==> src/rtl/ncob_pkg.sv <==
// Shared constants, types and helpers of the numerically controlled oscillator
package ncob_pkg;

  // Datapath widths
  localparam int unsigned ACC_W    = 20;
  localparam int unsigned PWS_W    = 3;
  localparam int unsigned REM_W    = 7;

  // Register byte addresses on the bus
  localparam logic [7:0] OFF_CON   = 8'h00;
  localparam logic [7:0] OFF_CLK   = 8'h04;
  localparam logic [7:0] OFF_ACCL  = 8'h08;
  localparam logic [7:0] OFF_ACCH  = 8'h0c;
  localparam logic [7:0] OFF_ACCU  = 8'h10;
  localparam logic [7:0] OFF_INCL  = 8'h14;
  localparam logic [7:0] OFF_INCH  = 8'h18;
  localparam logic [7:0] OFF_INCU  = 8'h1c;
  localparam logic [7:0] OFF_ISTAT = 8'h20;
  localparam logic [7:0] OFF_IMASK = 8'h24;

  // Control register field positions
  localparam int unsigned CON_EN   = 7;
  localparam int unsigned CON_OUT  = 5;
  localparam int unsigned CON_POL  = 4;
  localparam int unsigned CON_PFM  = 0;
  // Clock register field positions
  localparam int unsigned CLK_PWS  = 5;
  localparam int unsigned CLK_CKS  = 0;
  // Interrupt status and mask field position
  localparam int unsigned IRQ_OVF  = 0;

  // Reset values
  localparam logic [7:0] RST_CON   = 8'h00;
  localparam logic [7:0] RST_CLK   = 8'h00;
  localparam logic [7:0] RST_INCL  = 8'h01;
  localparam logic [7:0] RST_INCH  = 8'h00;
  localparam logic [7:0] RST_INCU  = 8'h00;
  localparam logic [ACC_W-1:0] RST_ACC = 20'h00000;

  // Clock source select codes, the fourth code is reserved
  localparam logic [1:0] CKS_FAST  = 2'h0;
  localparam logic [1:0] CKS_SYS   = 2'h1;
  localparam logic [1:0] CKS_CELL  = 2'h2;

  // Pulse stage states
  typedef enum logic [1:0] {
    PS_IDLE   = 2'h1,
    PS_ACTIVE = 2'h2
  } ncob_pstate_t;

  // Pads a four-bit upper field into a byte, top nibble zero
  function automatic logic [7:0] ncob_nibble(input logic [3:0] n);
    return {4'h0, n};
  endfunction

  // Last count of an active pulse: two to the select, minus one
  function automatic logic [REM_W-1:0] ncob_width_last(
    input logic [PWS_W-1:0] pws);
    logic [7:0] w;
    w = 8'h01 << pws;
    return REM_W'(w - 8'h01);
  endfunction

endpackage

==> src/rtl/ncob_clk_sel.sv <==
// Input clock source selection and edge detection for the oscillator
`timescale 1ns/10ps
module ncob_clk_sel
  import ncob_pkg::*;
(
  // Clock and reset
  input  wire logic       clock_in,
  input  wire logic       rst_n_in,
  // Candidate sources, synchronous to clock_in
  input  wire logic       internal_fast_oscillator_in,
  input  wire logic       system_oscillator_in,
  input  wire logic       logic_cell_output_in,
  input  wire logic [1:0] clock_source_select_in,
  // Edge pulses of the selected source
  output logic            rise_out,
  output logic            fall_out
);

  typedef struct packed {
    logic prev;
  } ncob_csel_t;

  ncob_csel_t s_q;
  ncob_csel_t s_d;
  logic       src;

  // source mux
  // Reserved code gives a still clock so the accumulator freezes
  always_comb begin
    case (clock_source_select_in)
      CKS_FAST: src = internal_fast_oscillator_in;
      CKS_SYS:  src = system_oscillator_in;
      CKS_CELL: src = logic_cell_output_in;
      default:  src = 1'b0;
    endcase
    s_d.prev = src;
  end

  // Previous level of the selected source
  always_ff @(posedge clock_in or negedge rst_n_in) begin
    if (!rst_n_in) begin
      s_q <= '0;
    end else begin
      s_q <= s_d;
    end
  end

  // Edge pulses, one system cycle each
  // reserved code gates both edges
  // Without the gate, switching to the reserved code while high gives a fall
  assign rise_out = src & ~s_q.prev & ~(&clock_source_select_in);
  assign fall_out = ~src & s_q.prev & ~(&clock_source_select_in);
endmodule

==> src/rtl/ncob_pulse.sv <==
// Output stage: toggle or stretched pulse, then polarity
`timescale 1ns/10ps
module ncob_pulse
  import ncob_pkg::*;
(
  // Clock and reset
  input  wire logic             clock_in,
  input  wire logic             rst_n_in,
  // Controls
  input  wire logic             module_enable_in,
  input  wire logic             pulse_frequency_select_in,
  input  wire logic             output_polarity_in,
  input  wire logic [PWS_W-1:0] pulse_width_select_in,
  // Events from the accumulator
  input  wire logic             tick_in,
  input  wire logic             overflow_in,
  // Final output
  output logic                  wave_out
);

  typedef struct packed {
    ncob_pstate_t     pst;
    logic             pend;
    logic [REM_W-1:0] rem;
    logic             fdc;
    logic             out;
  } ncob_pulse_t;

  ncob_pulse_t s_q;
  ncob_pulse_t s_d;
  logic        level;

  // Next state of the shaper
  always_comb begin
    s_d = s_q;
    if (!module_enable_in) begin
      s_d.pst  = PS_IDLE;
      s_d.pend = 1'b0;
      s_d.rem  = '0;
      s_d.fdc  = 1'b0;
    end else if (tick_in) begin
      s_d.pend = overflow_in;
      if (!pulse_frequency_select_in) begin
        if (overflow_in) begin
          s_d.fdc = ~s_q.fdc;
        end
      end else begin
        case (s_q.pst)
          PS_IDLE: begin
            if (s_q.pend) begin
              s_d.pst = PS_ACTIVE;
              s_d.rem = ncob_width_last(pulse_width_select_in);
            end
          end
          PS_ACTIVE: begin
            if (s_q.pend) begin
              s_d.rem = ncob_width_last(pulse_width_select_in);
            end else if (s_q.rem == '0) begin
              s_d.pst = PS_IDLE;
            end else begin
              s_d.rem = s_q.rem - 1'b1;
            end
          end
          default: s_d.pst = PS_IDLE;
        endcase
      end
    end
    level = pulse_frequency_select_in ? (s_d.pst == PS_ACTIVE) : s_d.fdc;
    s_d.out = level ^ output_polarity_in;
  end

  // State register
  always_ff @(posedge clock_in or negedge rst_n_in) begin
    if (!rst_n_in) begin
      s_q     <= '0;
      s_q.pst <= PS_IDLE;
    end else begin
      s_q <= s_d;
    end
  end

  assign wave_out = s_q.out;
endmodule

==> src/rtl/ncob_top.sv <==
// Numerically controlled oscillator with classic Wishbone register slave
`timescale 1ns/10ps
module ncob_top
  import ncob_pkg::*;
(
  // Clock and reset
  input  wire logic        clock_in,
  input  wire logic        nrst_in,
  // Wishbone slave
  input  wire logic        wb_cyc_in,
  input  wire logic        wb_stb_in,
  input  wire logic        wb_we_in,
  input  wire logic [7:0]  wb_adr_in,
  input  wire logic [3:0]  wb_sel_in,
  input  wire logic [31:0] wb_dat_in,
  output logic [31:0]      wb_dat_out,
  output logic             wb_ack_out,
  // Oscillator input clock sources
  input  wire logic        internal_fast_oscillator_in,
  input  wire logic        system_oscillator_in,
  input  wire logic        logic_cell_output_in,
  // Results
  output logic             wave_out,
  output logic             irq_out
);

  typedef struct packed {
    logic             en;
    logic             pol;
    logic             pfm;
    logic [PWS_W-1:0] pws;
    logic [1:0]       cks;
    logic [ACC_W-1:0] acc;
    logic [ACC_W-1:0] inc;
    logic [ACC_W-1:0] shadow;
    logic             pend;
    logic             istat;
    logic             imask;
    logic             ack;
    logic [31:0]      rdata;
  } ncob_regs_t;

  ncob_regs_t     s_q;
  ncob_regs_t     s_d;
  logic [1:0]     rst_sync_q;
  logic           rst_n;
  logic           rise;
  logic           fall;
  logic           req;
  logic           wr_en;
  logic [7:0]     wbyte;
  logic [7:0]     rbyte;
  logic [ACC_W:0] acc_sum;
  logic           ovf;
  logic           wr_incl;

  // Reset release through two flops; assertion is immediate
  always_ff @(posedge clock_in or negedge nrst_in) begin
    if (!nrst_in) begin
      rst_sync_q <= 2'h0;
    end else begin
      rst_sync_q <= {rst_sync_q[0], 1'b1};
    end
  end
  assign rst_n = rst_sync_q[1];

  // Edges of the selected oscillator input clock
  ncob_clk_sel u_clk_sel (
    .clock_in                    (clock_in),
    .rst_n_in                    (rst_n),
    .internal_fast_oscillator_in (internal_fast_oscillator_in),
    .system_oscillator_in        (system_oscillator_in),
    .logic_cell_output_in        (logic_cell_output_in),
    .clock_source_select_in      (s_q.cks),
    .rise_out                    (rise),
    .fall_out                    (fall)
  );

  // Output shaping and polarity
  ncob_pulse u_pulse (
    .clock_in                  (clock_in),
    .rst_n_in                  (rst_n),
    .module_enable_in          (s_q.en),
    .pulse_frequency_select_in (s_q.pfm),
    .output_polarity_in        (s_q.pol),
    .pulse_width_select_in     (s_q.pws),
    .tick_in                   (rise & s_q.en),
    .overflow_in               (ovf),
    .wave_out                  (wave_out)
  );

  // Bus decode: request phase reads, ack phase writes
  assign req     = wb_cyc_in & wb_stb_in;
  assign wr_en   = req & wb_we_in & s_q.ack & wb_sel_in[0];
  assign wbyte   = wb_dat_in[7:0];
  assign wr_incl = wr_en & (wb_adr_in == OFF_INCL);
  assign acc_sum = {1'b0, s_q.acc} + {1'b0, s_q.shadow};

  // Read mux; unmapped addresses answer zero
  always_comb begin
    rbyte = 8'h00;
    case (wb_adr_in)
      OFF_CON: begin
        rbyte[CON_EN]  = s_q.en;
        rbyte[CON_OUT] = wave_out;
        rbyte[CON_POL] = s_q.pol;
        rbyte[CON_PFM] = s_q.pfm;
      end
      OFF_CLK: begin
        rbyte[CLK_PWS +: PWS_W] = s_q.pws;
        rbyte[CLK_CKS +: 2]     = s_q.cks;
      end
      OFF_ACCL:  rbyte = s_q.acc[7:0];
      OFF_ACCH:  rbyte = s_q.acc[15:8];
      OFF_ACCU:  rbyte = ncob_nibble(s_q.acc[19:16]);
      OFF_INCL:  rbyte = s_q.inc[7:0];
      OFF_INCH:  rbyte = s_q.inc[15:8];
      OFF_INCU:  rbyte = ncob_nibble(s_q.inc[19:16]);
      OFF_ISTAT: rbyte[IRQ_OVF] = s_q.istat;
      OFF_IMASK: rbyte[IRQ_OVF] = s_q.imask;
      default:   rbyte = 8'h00;
    endcase
  end

  // Next state of the register file and datapath
  always_comb begin
    s_d = s_q;
    ovf = 1'b0;
    // Ack one cycle after the request, dropped the cycle after
    s_d.ack = req & ~s_q.ack;
    if (req & ~s_q.ack) begin
      s_d.rdata = {24'h000000, rbyte};
    end
    if (s_q.en & rise) begin
      s_d.acc = acc_sum[ACC_W-1:0];
      ovf     = acc_sum[ACC_W];
    end
    // Software writes; an accumulator write wins over the adder
    if (wr_en) begin
      case (wb_adr_in)
        OFF_CON: begin
          s_d.en  = wbyte[CON_EN];
          s_d.pol = wbyte[CON_POL];
          s_d.pfm = wbyte[CON_PFM];
        end
        OFF_CLK: begin
          s_d.pws = wbyte[CLK_PWS +: PWS_W];
          s_d.cks = wbyte[CLK_CKS +: 2];
        end
        OFF_ACCL:  s_d.acc[7:0]   = wbyte;
        OFF_ACCH:  s_d.acc[15:8]  = wbyte;
        OFF_ACCU:  s_d.acc[19:16] = wbyte[3:0];
        OFF_INCL:  s_d.inc[7:0]   = wbyte;
        OFF_INCH:  s_d.inc[15:8]  = wbyte;
        OFF_INCU:  s_d.inc[19:16] = wbyte[3:0];
        OFF_IMASK: s_d.imask      = wbyte[IRQ_OVF];
        default:   s_d.imask      = s_q.imask;
      endcase
    end
    if (!s_q.en) begin
      s_d.shadow = s_d.inc;
      s_d.pend   = 1'b0;
    end else begin
      if (fall & s_q.pend) begin
        s_d.shadow = s_q.inc;
      end
      s_d.pend = wr_incl | (s_q.pend & ~fall);
    end
    s_d.istat = (s_q.istat &
                 ~(wr_en & (wb_adr_in == OFF_ISTAT) & wbyte[IRQ_OVF])) | ovf;
  end

  always_ff @(posedge clock_in or negedge rst_n) begin
    if (!rst_n) begin
      s_q        <= '0;
      s_q.en     <= RST_CON[CON_EN];
      s_q.pol    <= RST_CON[CON_POL];
      s_q.pfm    <= RST_CON[CON_PFM];
      s_q.pws    <= RST_CLK[CLK_PWS +: PWS_W];
      s_q.cks    <= RST_CLK[CLK_CKS +: 2];
      s_q.acc    <= RST_ACC;
      s_q.inc    <= {RST_INCU[3:0], RST_INCH, RST_INCL};
      s_q.shadow <= {RST_INCU[3:0], RST_INCH, RST_INCL};
    end else begin
      s_q <= s_d;
    end
  end

  // Bus and interrupt outputs; the interrupt needs the module enabled
  assign wb_dat_out = s_q.rdata;
  assign wb_ack_out = s_q.ack;
  assign irq_out    = s_q.en & s_q.istat & s_q.imask;
endmodule

==> config.mk <==
export PLATFORM = sky130hd
export DESIGN_NAME = ncob_top
export DESIGN_NICKNAME = d
export VERILOG_FILES = /design/src/rtl/ncob_pkg.sv /design/src/rtl/ncob_clk_sel.sv /design/src/rtl/ncob_pulse.sv /design/src/rtl/ncob_top.sv
export SDC_FILE = /design/constraint.sdc
export NUM_CORES = 1
export LEC_CHECK = 0
export BUFFER_PORTS_ARGS = -buffer_cell sky130_fd_sc_hd__buf_2
export CORE_ASPECT_RATIO = 2
export CORE_MARGIN = 2
export CORE_UTILIZATION = 29
export CTS_BUF_LIST = sky130_fd_sc_hd__clkbuf_16
export CTS_CLUSTER_DIAMETER = 200
export CTS_CLUSTER_SIZE = 40
export DETAILED_ROUTE_END_ITERATION = 8
export GPL_TIMING_DRIVEN = 1
export PLACE_DENSITY = 0.48
export SETUP_SLACK_MARGIN = 0.4
export SYNTH_ARGS = -nofsm -noshare
export SYNTH_HDL_FRONTEND = slang
export SYNTH_HIERARCHICAL = 1
export SYNTH_SLANG_ARGS = --single-unit
export TNS_END_PERCENT = 30
==> constraint.sdc <==
create_clock -name clock_in -period 5.75 [get_ports clock_in]
set_clock_uncertainty 0.2 [all_clocks]
set_input_delay 1.15 -clock clock_in [delete_from_list [all_inputs] [get_ports clock_in]]
set_output_delay 1.15 -clock clock_in [all_outputs]
set_load 0.01 [all_outputs]
### Yosys cells after proc, flatten, opt, wreduce, memory -nomap -nowiden

Cells that the tools add are included.

| storage, ports and cells | value |
|---|---|
| flip-flop bits (word level) | 95 |
| output and inout port bits | 35 |

| cells by class | value |
|---|---|
| add/subtract/negate cells | 3 |
| equality and inequality tests | 20 |
| shifts and indexed selects | 1 |
| mux-type cells | 34 |
| bitwise operators | 28 |
| reductions and logical operators | 8 |

Operators by type and width:

| cell | number |
|---|---|
| $mux 20 | 2 |
| $mux 40 | 1 |
| $eq 8x5->1 const B | 4 |
| $mux 8 | 4 |
| $mux 7 | 4 |
| $mux 11 | 2 |
| $add 20x20->21 | 1 |
| $mux 21 | 1 |
| $and 1x1->1 | 18 |
| $eq 8x4->1 const B | 2 |
| $eq 8x6->1 const B | 2 |
| $pmux 7 s2 | 1 |
| $sub 7x1->7 const B | 2 |
| $pmux 1 s6 | 2 |
| $pmux 2 s6 | 1 |
| $pmux 1 s10 | 1 |
| $pmux 1 s5 | 2 |
| $eq 8x3->1 const B | 1 |
| $logic_not 8->1 | 1 |
| $mux 2 | 4 |
| $mux 4 | 2 |
| $reduce_and 2->1 | 4 |
| $logic_not 7->1 | 1 |
| $not 1->1 | 7 |
| 16 further kinds | 24 |

### Longest topological paths before layout

Gate-level depths: netlist of run 1.

| depth | value |
|---|---|
| depth in word-level cells | 13 |
| depth in mapped cells | 15 |
| depth with buffers taken out | 15 |

### Cells and area by module

Netlist of run 1, hierarchy kept.

By module, submodules not included:

| module | times used | cells an instance | area an instance (um2) |
|---|---|---|---|
| ncob_top | 1 | 562 | 5111.2 |
| ncob_pulse | 1 | 88 | 835.8 |
| ncob_clk_sel | 1 | 9 | 91.3 |

### Worst setup path after synthesis of run 1

No wires, ideal clock.

| timing path | value |
|---|---|
| path type | input-to-reg |
| from | input port system_oscillator_in |
| to | register u_pulse.s_q (netlist bit u_pulse/wave_out) |
| data arrival time | 2.982 ns |
| setup slack | 2.489 ns |
| cell stages on the path | 10 |
| buffers on the path | 1 |
| path through | mux2i_1 -> o31ai_1 -> nand2_1 -> inv_1 -> clkbuf_1 -> nand2_1 -> o31ai_1 -> o2111ai_1 -> o32ai_1 -> xor2_1 |

RTL lines:

| item | RTL line | source |
|---|---|---|
| start, declared | ncob_top.sv:20 | `input wire logic system_oscillator_in,` |
| end, declared | ncob_pulse.sv:29 | `ncob_pulse_t s_q;` |

==> run metrics, run 1 <==
status completed; synth top area cells dfrtp_1 38%, nand2_1 5.4%, ha_1 4.8%; Nets 750; Crit path arrival time 4.22 ns; vias per std cell roughly 5.3; layout cell share with drive strength beyond 1 0.152; Worst slew margin 0.334; IO buf count 35; synthesized instance count between 600 and 700; Placed Area around 6300 um^2; Final Cycle Share 0.733; critical path class reg -> reg; GRT Util Overall 0.175; vias in the first global route 5,190; drt drc 0; Slowest cell on crit path a211oi_1; register-to-register setup slack 1.54 ns; Commonest cells post-synth 92 x dfrtp_1, 87 x nand2_1, 57 x nor2_1; PwrDens around 210 nW/um^2; WP data required around 5.8 ns; Worst Path Buf+Inv 1; Hold-fix buffers, CTS 0; Pre-Repair DR Iteration Count 7; Pleak roughly 3.0 nW; share of synthesized area spent on multiplexers 0.0678; DR iter-0 viols roughly 340; Finished Layout Cells 945; global-route wire length before repair 29,100 um; grt total ovfl 0; synthesized-area fraction occupied by adder cells 0.0510; Synth Area in Compound Gates 0.212; Post-synth EDFFs 0; Starting Density 0.295; Die H 208 um; CTS tree built; largest net degree at the start of global routing 62; crit-path leading delay family compound AO/OA/AOI/OAI gates; post-detail-place hpwl 14,300 um; placed insts approximately 930; Filler Cells Inserted 2,122; final count of hold timing violations 0; die area 22,100 um^2; Avg Cell Area, Syn just over 9 um^2; async set or reset register ratio after synthesis 1.00; Hold Path Class reg -> async; post-synthesis xor/xnor area fraction 0.0261; Synth Area in Simple Gates 0.176; post-CTS setup buffers 0; worst r2r path cells 15; crit path capture type register; final worst path period need about 4.2 ns; CORE AREA 20,500 um^2; Post-DRT Antenna Nets 0; top_reg_cell synth dfrtp_1; clock sink total 95; CTS resizes 0; initial antenna violation count 0; worst slew pin tran around 1 ns; Synth cell types 81; CTS buffer count 9; Top Ports a little under 90; Die Wd 106 um; unrepaired setup endpoints after global routing no; Synth Register Bits between 90 and 100; Setup Total Neg Slack 0 ns; maximum VDD drop approximately 0.13 mV; worst reg2reg path endpoint u_pulse/wave_out; most common cell type on the critical path a211oi_1; # setup viols final 0; top cell type's share of synthesized area 0.381; CP Launch Type register; Root Buffer clkbuf_16; Power Total 1.38 mW; count of pins over their slew limit 0; Rows 74; Reg area 2380 um^2; worst r2r src s_q[76]; Worst-Skew Late Latency 0.36 ns; Mapped Area 6040 um^2; area leader, netlist dfrtp_1; crit-path max FO 3; Worst-path clk slew 0.07 ns; synth warn 6; hold_ws just over 0.08 ns; Total Wirelength roughly 19,000 um; Final Util 0.323; Max Buffers Root-to-Sink 2; Area growth, synth to finish 9.49%; critical-path cell list ha_1 > inv_1 > fa_1 > and2b_1 > o2111ai_1 > a211oi_1 > a211oi_1 > nor3_1 > a211oi_1 > nor2_1 > nand2_1 > nor2_1 > xnor2_1 > o32ai_1 > xor2_1; CP max stage delay a little under 0.7 ns; final setup margin approximately 1.5 ns; routed len/inst about 20 um; via count 5,005; Max-Cap Viols 0; diodes inserted 0; DP Worst Slack 1.54 ns; Design Area, Final 6610 um^2; register area share after synthesis 0.394; largest family of logic cells by synthesized area compound AO/OA/AOI/OAI gates; GPL Wtd Cong 0.903; most common cell in the synthesized netlist dfrtp_1; H-Tree Depth 3; Multi-input gate area 3310 um^2; Fmax 0.237 GHz
-- layout by cell type (no fill, tap or decap), drive strengths merged, types with 4 or more instances in the layout --
cell type,netlist,routed
nor4,4,4
conb,2,25
buf,42,38
a21o,15,15
nor3,14,14
nand2,88,88
a21oi,51,51
inv,21,23
nor2,58,58
o21ai,29,29
o211ai,5,5
a31oi,23,23
a22oi,5,5
clkbuf,15,9
nand2b,5,5
mux2i,9,9
nand3,15,15
o22ai,4,4
xnor2,10,10
a211oi,8,8
o21a,5,5
ha,23,23
a221oi,4,4
dfrtp,92,92
and2,10,10
and3,9,9
mux2,27,27
nor2b,5,5
xor2,8,8
-- area by class of cell --
| cell class | instances | area share |
|---|---|---|
| clock buffer | 9 | 0.0341 |
| clock inverter | 7 | 0.0123 |
| timing repair buffer | 38 | 0.0299 |
| tap | 266 | 0.0503 |
| inverter | 21 | 0.0119 |
| sequential | 95 | 0.361 |
| multi-input combinational | 509 | 0.501 |
-- kinds of logic (layout without fill, tap and decap cells) --
kind of cell	count (synthesis)	count (layout)
AO/OA/AOI/OAI	188	188
XOR/XNOR	18	18
adder cells (fa/ha/maj)	24	24
buffers and inverters	78	75
flip-flops	95	95
multiplexers	36	36
other	2	25
AND/OR/NAND/NOR	218	218
-- worst max-delay path by stage --
| stage | from | slack [ns] | depth (start not counted) | end |
|---|---|---|---|---|
| floorplan | system_oscillator_in | 2.49 | 10 | u_pulse/wave_out |
| global placement | system_oscillator_in | 1.62 | 11 | u_pulse/wave_out |
| detailed placement | system_oscillator_in | 1.54 | 11 | u_pulse/wave_out |
| CTS | s_q[76] | 1.55 | 15 | u_pulse/wave_out |
| global route | s_q[76] | 1.39 | 15 | u_pulse/wave_out |
| finish | s_q[76] | 1.54 | 15 | u_pulse/wave_out |
-- report_power, final --
part / leakage, nW / internal (mW) / switching [mW]
Combinational: 1.52 / 0.0158 / 0.0454
Clock: 0.159 / 0.375 / 0.265
Sequential: 1.29 / 0.673 / 0.00778
-- worst register-to-register path: cells and delay by family, from the launching register on --
| kind | cells | cell delay [ns] |
|---|---|---|
| adders and majority gates | 2 | 0.41 |
| AOI/OAI and AO/OA | 5 | 2.08 |
| DFF | 1 | 0.42 |
| buffers and inverters | 1 | 0.08 |
| and+or+nand+nor | 5 | 0.61 |
| xor gates and xnor gates | 2 | 0.27 |
-- flip-flops by register name, summed over array words and instances, names as in the netlist --
register and cells:
u_pulse/wave_out 1, s_q 71, rst_sync_q 2, wb_ack_out 1
u_pulse/s_q 11, wb_dat_out 8, u_clk_sel/s_q 1
-- layer usage --
layer	up-vias	GRT usage	share of wire
li1	2348	-	-
met5	-	0	0
met3	59	0.0241	0.031
met2	139	0.334	0.56
met4	0	0.133	0.071
met1	2459	0.164	0.34
Power figures use the tool's default switching activity.
==> run 2: changes to the inputs <==
clock period = 3.9 ns   (was 5.75 ns; I/O delays follow)
==> run 2 against run 1 <==
  * Final cell count increased by 1.5%
  * Via count increased by 0.60%
  * Largest power group unchanged
  * Largest cell class unchanged
  * First-iteration DRC count increased by 12%
  * Non-clock buffer count increased by 14
  * Sequential power increased by 49%
  * Combinational power increased by 42%
  * Die area unchanged
==> run metrics, run 2 (synthesized netlist as in run 1, its figures left out) <==
PwrDens 284 nW/um^2 (+36%); maximum VDD drop 0.191 mV (+50%); final worst path period need 3.48 ns (-0.736 ns); worst hold path cell count 0; vias in the first global route 5,259 (+1.3%); crit-path leading delay family compound AO/OA/AOI/OAI gates; Slowest cell on crit path dfstp_2; GRT Util Overall 0.174 (-0.00121); commonest non-fill, non-tap cell in the layout dfrtp_1; Filler Cells Inserted 2,119 (-0.14%); hold endpoint rst_sync_q[1]; most common cell type on the critical path a211oi_2; register-to-register setup slack 0.42 ns (-1.11 ns); most frequent cells in the layout 91 x dfrtp_1, 87 x nand2_1, 55 x nor2_1, 50 x a21oi_1, 35 x buf_2; Worst Path Buf+Inv 3 (+2); GPL Wtd Cong 0.890 (-1.4%); largest reg by FF count s_q; Pre-Repair DR Iteration Count 5 (-2); CP max stage delay 0.57 ns (-0.12 ns); global-route wire length before repair 29,300 um (+0.59%); Crit path arrival time 3.56 ns (-0.66 ns); Rows 74 (unchanged); Total Wirelength 18,800 um (+0.19%); drt drc 0 (unchanged); final count of hold timing violations 0 (unchanged); Root Buffer clkbuf_16; Max-Cap Viols 0 (unchanged); vias per std cell 5.25 (-0.87%); routed len/inst 19.6 um (-1.3%); # setup viols final 0 (unchanged); Max Buffers Root-to-Sink 2 (unchanged); source of the worst hold timing path rst_sync_q[0]; worst r2r path cells 17 (+2); count of pins over their slew limit 0 (unchanged); worst r2r src s_q[36]; Starting Density 0.295 (unchanged); IO buf count 35 (unchanged); diodes inserted 0 (unchanged); Setup Total Neg Slack 0 ns (unchanged); Die H 208 um (unchanged); Pleak 3.00 nW (+1.2%); max reg flops 71 (unchanged); CORE AREA 20,500 um^2 (unchanged); Area growth, synth to finish 11.9%; worst reg2reg path endpoint u_pulse/wave_out; die area 22,100 um^2 (unchanged); CTS tree built; via count 5,035 (+0.60%); crit-path max FO 2 (-1); Top Ports 87 (unchanged); Worst-Skew Late Latency 0.35 ns (about the same); H-Tree Depth 3 (unchanged); Worst slew margin 0.408 (+0.0737); Final Cycle Share 0.892 (+0.159); worst slew pin tran 0.886 ns (-0.113 ns); status completed; Design Area, Final 6760 um^2 (+2.2%); WP data required 3.98 ns (-1.78 ns); Fmax 0.288 GHz (+21%); Placed Area 6360 um^2 (+0.95%); CP Launch Type register; grt total ovfl 0 (unchanged); Die Wd 106 um (unchanged); clock sink total 95 (unchanged); crit path capture type register; Nets 764 (+1.9%); largest net degree at the start of global routing 62 (unchanged); Worst-path clk slew 0.07 ns (about the same); CTS buffer count 9 (unchanged); critical-path cell list ha_4 > inv_1 > fa_2 > and2b_2 > o2111ai_4 > a211oi_2 > a211oi_2 > nor3_2 > a211oi_2 > buf_4 > nor2_2 > nand2_1 > nor2_2 > xnor2_2 > o32ai_2 > buf_4 > xor2_1; post-detail-place hpwl 14,500 um (+1.2%); Post-DRT Antenna Nets 0 (unchanged); DR iter-0 viols 374 (+12%); critical path class reg -> reg; unrepaired setup endpoints after global routing yes; initial antenna violation count 0 (unchanged); layout cell share with drive strength beyond 1 0.188 (+0.0359); Hold Path Class reg -> reg
## run 2: worst max path at each step
stage               startpoint               end  cells after the start
floorplan              s_q[36]  u_pulse/wave_out                     15
finish                 s_q[36]  u_pulse/wave_out                     17
CTS                    s_q[36]  u_pulse/wave_out                     17
global placement       s_q[76]  u_pulse/wave_out                     17
global route           s_q[36]  u_pulse/wave_out                     17
detailed placement     s_q[76]  u_pulse/wave_out                     17
## run 2: metrics by stage
| step | setup WS (ns) | std cells | hold slack, ns | util | total power [mW] |
|---|---|---|---|---|---|
| 6_report | 0.423 | 959 | 0.166 | 0.330 | 1.92 |
| 2_1_floorplan | 0.851 | 682 | 0.131 | - | 1.09 |
| 3_3_place_gp | 0.137 | 937 | 0.138 | 0.311 | 1.11 |
| 5_1_grt | 0.262 | 959 | 0.170 | 0.330 | 1.99 |
| 4_1_cts | 0.411 | 956 | 0.172 | 0.328 | 1.95 |
| 3_5_place_dp | 0.0542 | 937 | 0.155 | 0.311 | 1.11 |
## run 2: layer usage
metal	share of wire	track usage	vias to the layer above	wire [um]
met5	0	0	-	0
met2	0.59	0.354	115	11100
met3	0.023	0.0188	40	441
met1	0.34	0.163	2504	6390
li1	-	-	2376	-
met4	0.048	0.0948	0	898
## run 2: worst reg2reg max path, cell delays in order, from the launching register on
cell and delay [ns]:
dfstp_2 0.57, ha_4 0.14, inv_1 0.05, fa_2 0.33
and2b_2 0.26, o2111ai_4 0.14, a211oi_2 0.27, a211oi_2 0.12
nor3_2 0.22, a211oi_2 0.06, buf_4 0.15, nor2_2 0.07
nand2_1 0.08, nor2_2 0.15, xnor2_2 0.09, o32ai_2 0.21
buf_4 0.17, xor2_1 0.14
## run 2: power breakdown
part / internal [mW] / switching (mW) / total (mW) / leakage (nW)
Clock: 0.427 / 0.395 / 0.822 / 0.130
Combinational: 0.0250 / 0.0620 / 0.0870 / 1.58
Sequential: 0.991 / 0.0169 / 1.01 / 1.29
Total: 1.44 / 0.474 / 1.92 / 3.00
## run 2: final cells by class
class | instances | area (um^2) | share of cell area
clock buffers | 9 | 225 | 0.0333
clock inverters | 7 | 41.3 | 0.00611
repair buffers | 52 | 305 | 0.0452
well taps | 266 | 333 | 0.0493
multi-input cells | 509 | 3390 | 0.501
flip-flops and latches | 95 | 2380 | 0.353
inverters | 21 | 78.8 | 0.0117
## run 2: what timing repair did
item                                    4_1_cts  5_1_grt
buffers inserted                              2        3
endpoints found under the setup margin        1        1
pin swaps                                     7        7
hold buffers                                  1        0
hold endpoints to repair                      2        0
gates resized for setup                       9        6
==> run 3: changes to the inputs <==
RECOVER_POWER = 25   (was not set)
==> run 3 against run 2 <==
  * The flow now finishes with violations (capacitance limit, slew limit)
  * Sequential share of layout area about the same
  * Setup slack unchanged
  * Routed wire length about the same
  * Worst hold slack better by 0.00064 ns
  * Sequential power about the same
  * Critical path depth unchanged
  * Final area about the same
  * Clock-buffer cell count unchanged
  * Register-to-register slack about the same
  * Combinational power about the same
  * Fmax unchanged
  * Largest cell class unchanged
==> run metrics, run 3 (synthesized netlist as in run 1, its figures left out) <==
Fmax 0.288 GHz (unchanged); H-Tree Depth 3 (unchanged); maximum VDD drop 0.191 mV (about the same); Multi-input gate area 3390 um^2 (unchanged); crit-path max FO 2 (unchanged); count of pins over their slew limit 62 (+62); PwrDens 284 nW/um^2 (about the same); CORE AREA 20,500 um^2 (unchanged); clock sink total 95 (unchanged); Rows 74 (unchanged); max reg flops 71 (unchanged); final count of hold timing violations 0 (unchanged); WP data required 3.98 ns (about the same); diodes inserted 0 (unchanged); Crit path arrival time 3.56 ns (about the same); Die Wd 106 um (unchanged); unrepaired setup endpoints after global routing yes; # setup viols final 0 (unchanged); Setup Total Neg Slack 0 ns (unchanged); Max Buffers Root-to-Sink 2 (unchanged); failing checks capacitance limit, slew limit; Post-DRT Antenna Nets 0 (unchanged); commonest non-fill, non-tap cell in the layout dfrtp_1; post-detail-place hpwl 14,500 um (unchanged); DP Worst Slack 0.0542 ns (unchanged); Area growth, synth to finish 11.8% (about the same); DR iter-0 viols 374 (unchanged); Final Cycle Share 0.892 (unchanged); crit path capture type register; largest reg by FF count s_q; routed len/inst 19.6 um (about the same); drt drc 0 (unchanged); most frequent cells in the layout 92 x dfrtp_1, 87 x nand2_1, 55 x nor2_1, 50 x a21oi_1, 34 x buf_2; Max-Cap Viols 1 (+1); worst slew pin tran 2.58 ns (+1.70 ns); IO buf count 35 (unchanged); grt total ovfl 0 (unchanged); Reg area 2380 um^2 (-0.16%); Filler Cells Inserted 2,119 (unchanged); layout cell share with drive strength beyond 1 0.185 (-0.00289); Root Buffer clkbuf_16; Starting Density 0.295 (unchanged); via count 5,035 (unchanged); Slowest cell on crit path dfstp_2; Worst slew margin -0.721 (-1.13); GRT Util Overall 0.174 (unchanged); CP Launch Type register; Top Ports 87 (unchanged); Nets 764 (unchanged); Worst-Skew Late Latency 0.35 ns (about the same); final setup margin 0.423 ns (unchanged); GPL Wtd Cong 0.890 (unchanged); global-route wire length before repair 29,300 um (unchanged); vias in the first global route 5,259 (unchanged); critical-path cell list ha_4 > inv_1 > fa_2 > and2b_2 > o2111ai_4 > a211oi_2 > a211oi_2 > nor3_2 > a211oi_2 > buf_4 > nor2_2 > nand2_1 > nor2_2 > xnor2_2 > o32ai_2 > buf_4 > xor2_1; Pre-Repair DR Iteration Count 5 (unchanged); Power Total 1.92 mW (about the same); most common cell type on the critical path a211oi_2; CP max stage delay 0.57 ns (about the same); hold_ws 0.167 ns (+0.000643 ns); vias per std cell 5.25 (unchanged); Total Wirelength 18,800 um (about the same); die area 22,100 um^2 (unchanged); critical path class reg -> reg; initial antenna violation count 0 (unchanged); CTS tree built; final worst path period need 3.48 ns (unchanged); Die H 208 um (unchanged); status finished with violations; Hold Path Class reg -> reg; Pleak 3.00 nW (about the same); largest net degree at the start of global routing 62 (unchanged); CTS buffer count 9 (unchanged); Worst-path clk slew 0.07 ns (about the same)
==> run 3: cell count changes in the layout (fill, tap and decap cells not counted) <==
cell / previous run / this run
clkbuf_1: 0 / 1
dfrtp_4: 1 / 0
dfrtp_1: 91 / 92
buf_2: 35 / 34
==> run 3: report_power, final <==
group	switching (mW)	internal, mW
logic	0.0620	0.0250
registers	0.0169	0.991
clock network	0.395	0.427
total	0.474	1.44
==> run 3: path summary, 6_finish.rpt <==
check,start,to,slack (ns),depth (start not counted)
worst max-delay path,s_q[36],u_pulse/wave_out,0.42,17
worst min-delay path,rst_sync_q[0],rst_sync_q[1],0.17,0
worst max register to register,s_q[36],u_pulse/wave_out,0.42,17
worst min register to register,rst_sync_q[0],rst_sync_q[1],0.17,0
max in group asynchronous,rst_sync_q[1],s_q[41],1.10,0
min in group asynchronous,nrst_in,rst_sync_q[0],0.54,2
==> run 3: per-stage QoR <==
| stage | instances | utilization | instance area (um^2) |
|---|---|---|---|
| floorplan | 682 | - | 6120 |
| global placement | 937 | 0.311 | 6360 |
| detailed placement | 937 | 0.311 | 6360 |
| CTS | 956 | 0.328 | 6700 |
| global route | 959 | 0.330 | 6750 |
| finish | 959 | 0.330 | 6750 |
==> run 3: critical path, delay by kind of cell, from the launching register on <==
family                   cells  cell delay (ns)
XOR/XNOR                     2             0.22
flip-flops                   1             0.57
AND/OR/NAND/NOR              5             0.78
AO/OA/AOI/OAI                5             0.80
adder cells (fa/ha/maj)      2             0.47
buffers and inverters        3             0.37
==> run 3: area by class of cell <==
type / count / area share
timing repair buffer: 52 / 0.0450
clock inverter: 7 / 0.00612
sequential: 95 / 0.353
tap: 266 / 0.0493
multi-input combinational: 509 / 0.502
inverter: 21 / 0.0117
clock buffer: 9 / 0.0334
==> run 3: what timing repair did <==
action                                  CTS  global route
hold endpoints to repair                  2             0
hold buffers                              1             0
setup buffers                             2             3
endpoints found under the setup margin    1             1
pin swaps                                 7             7
resized for setup                         9             6
==> run 3: metal layers <==
layer / GRT usage / part of all wire
met3: 0.0188 / 0.023
met5: 0 / 0
met4: 0.0948 / 0.048
met1: 0.163 / 0.34
met2: 0.354 / 0.59
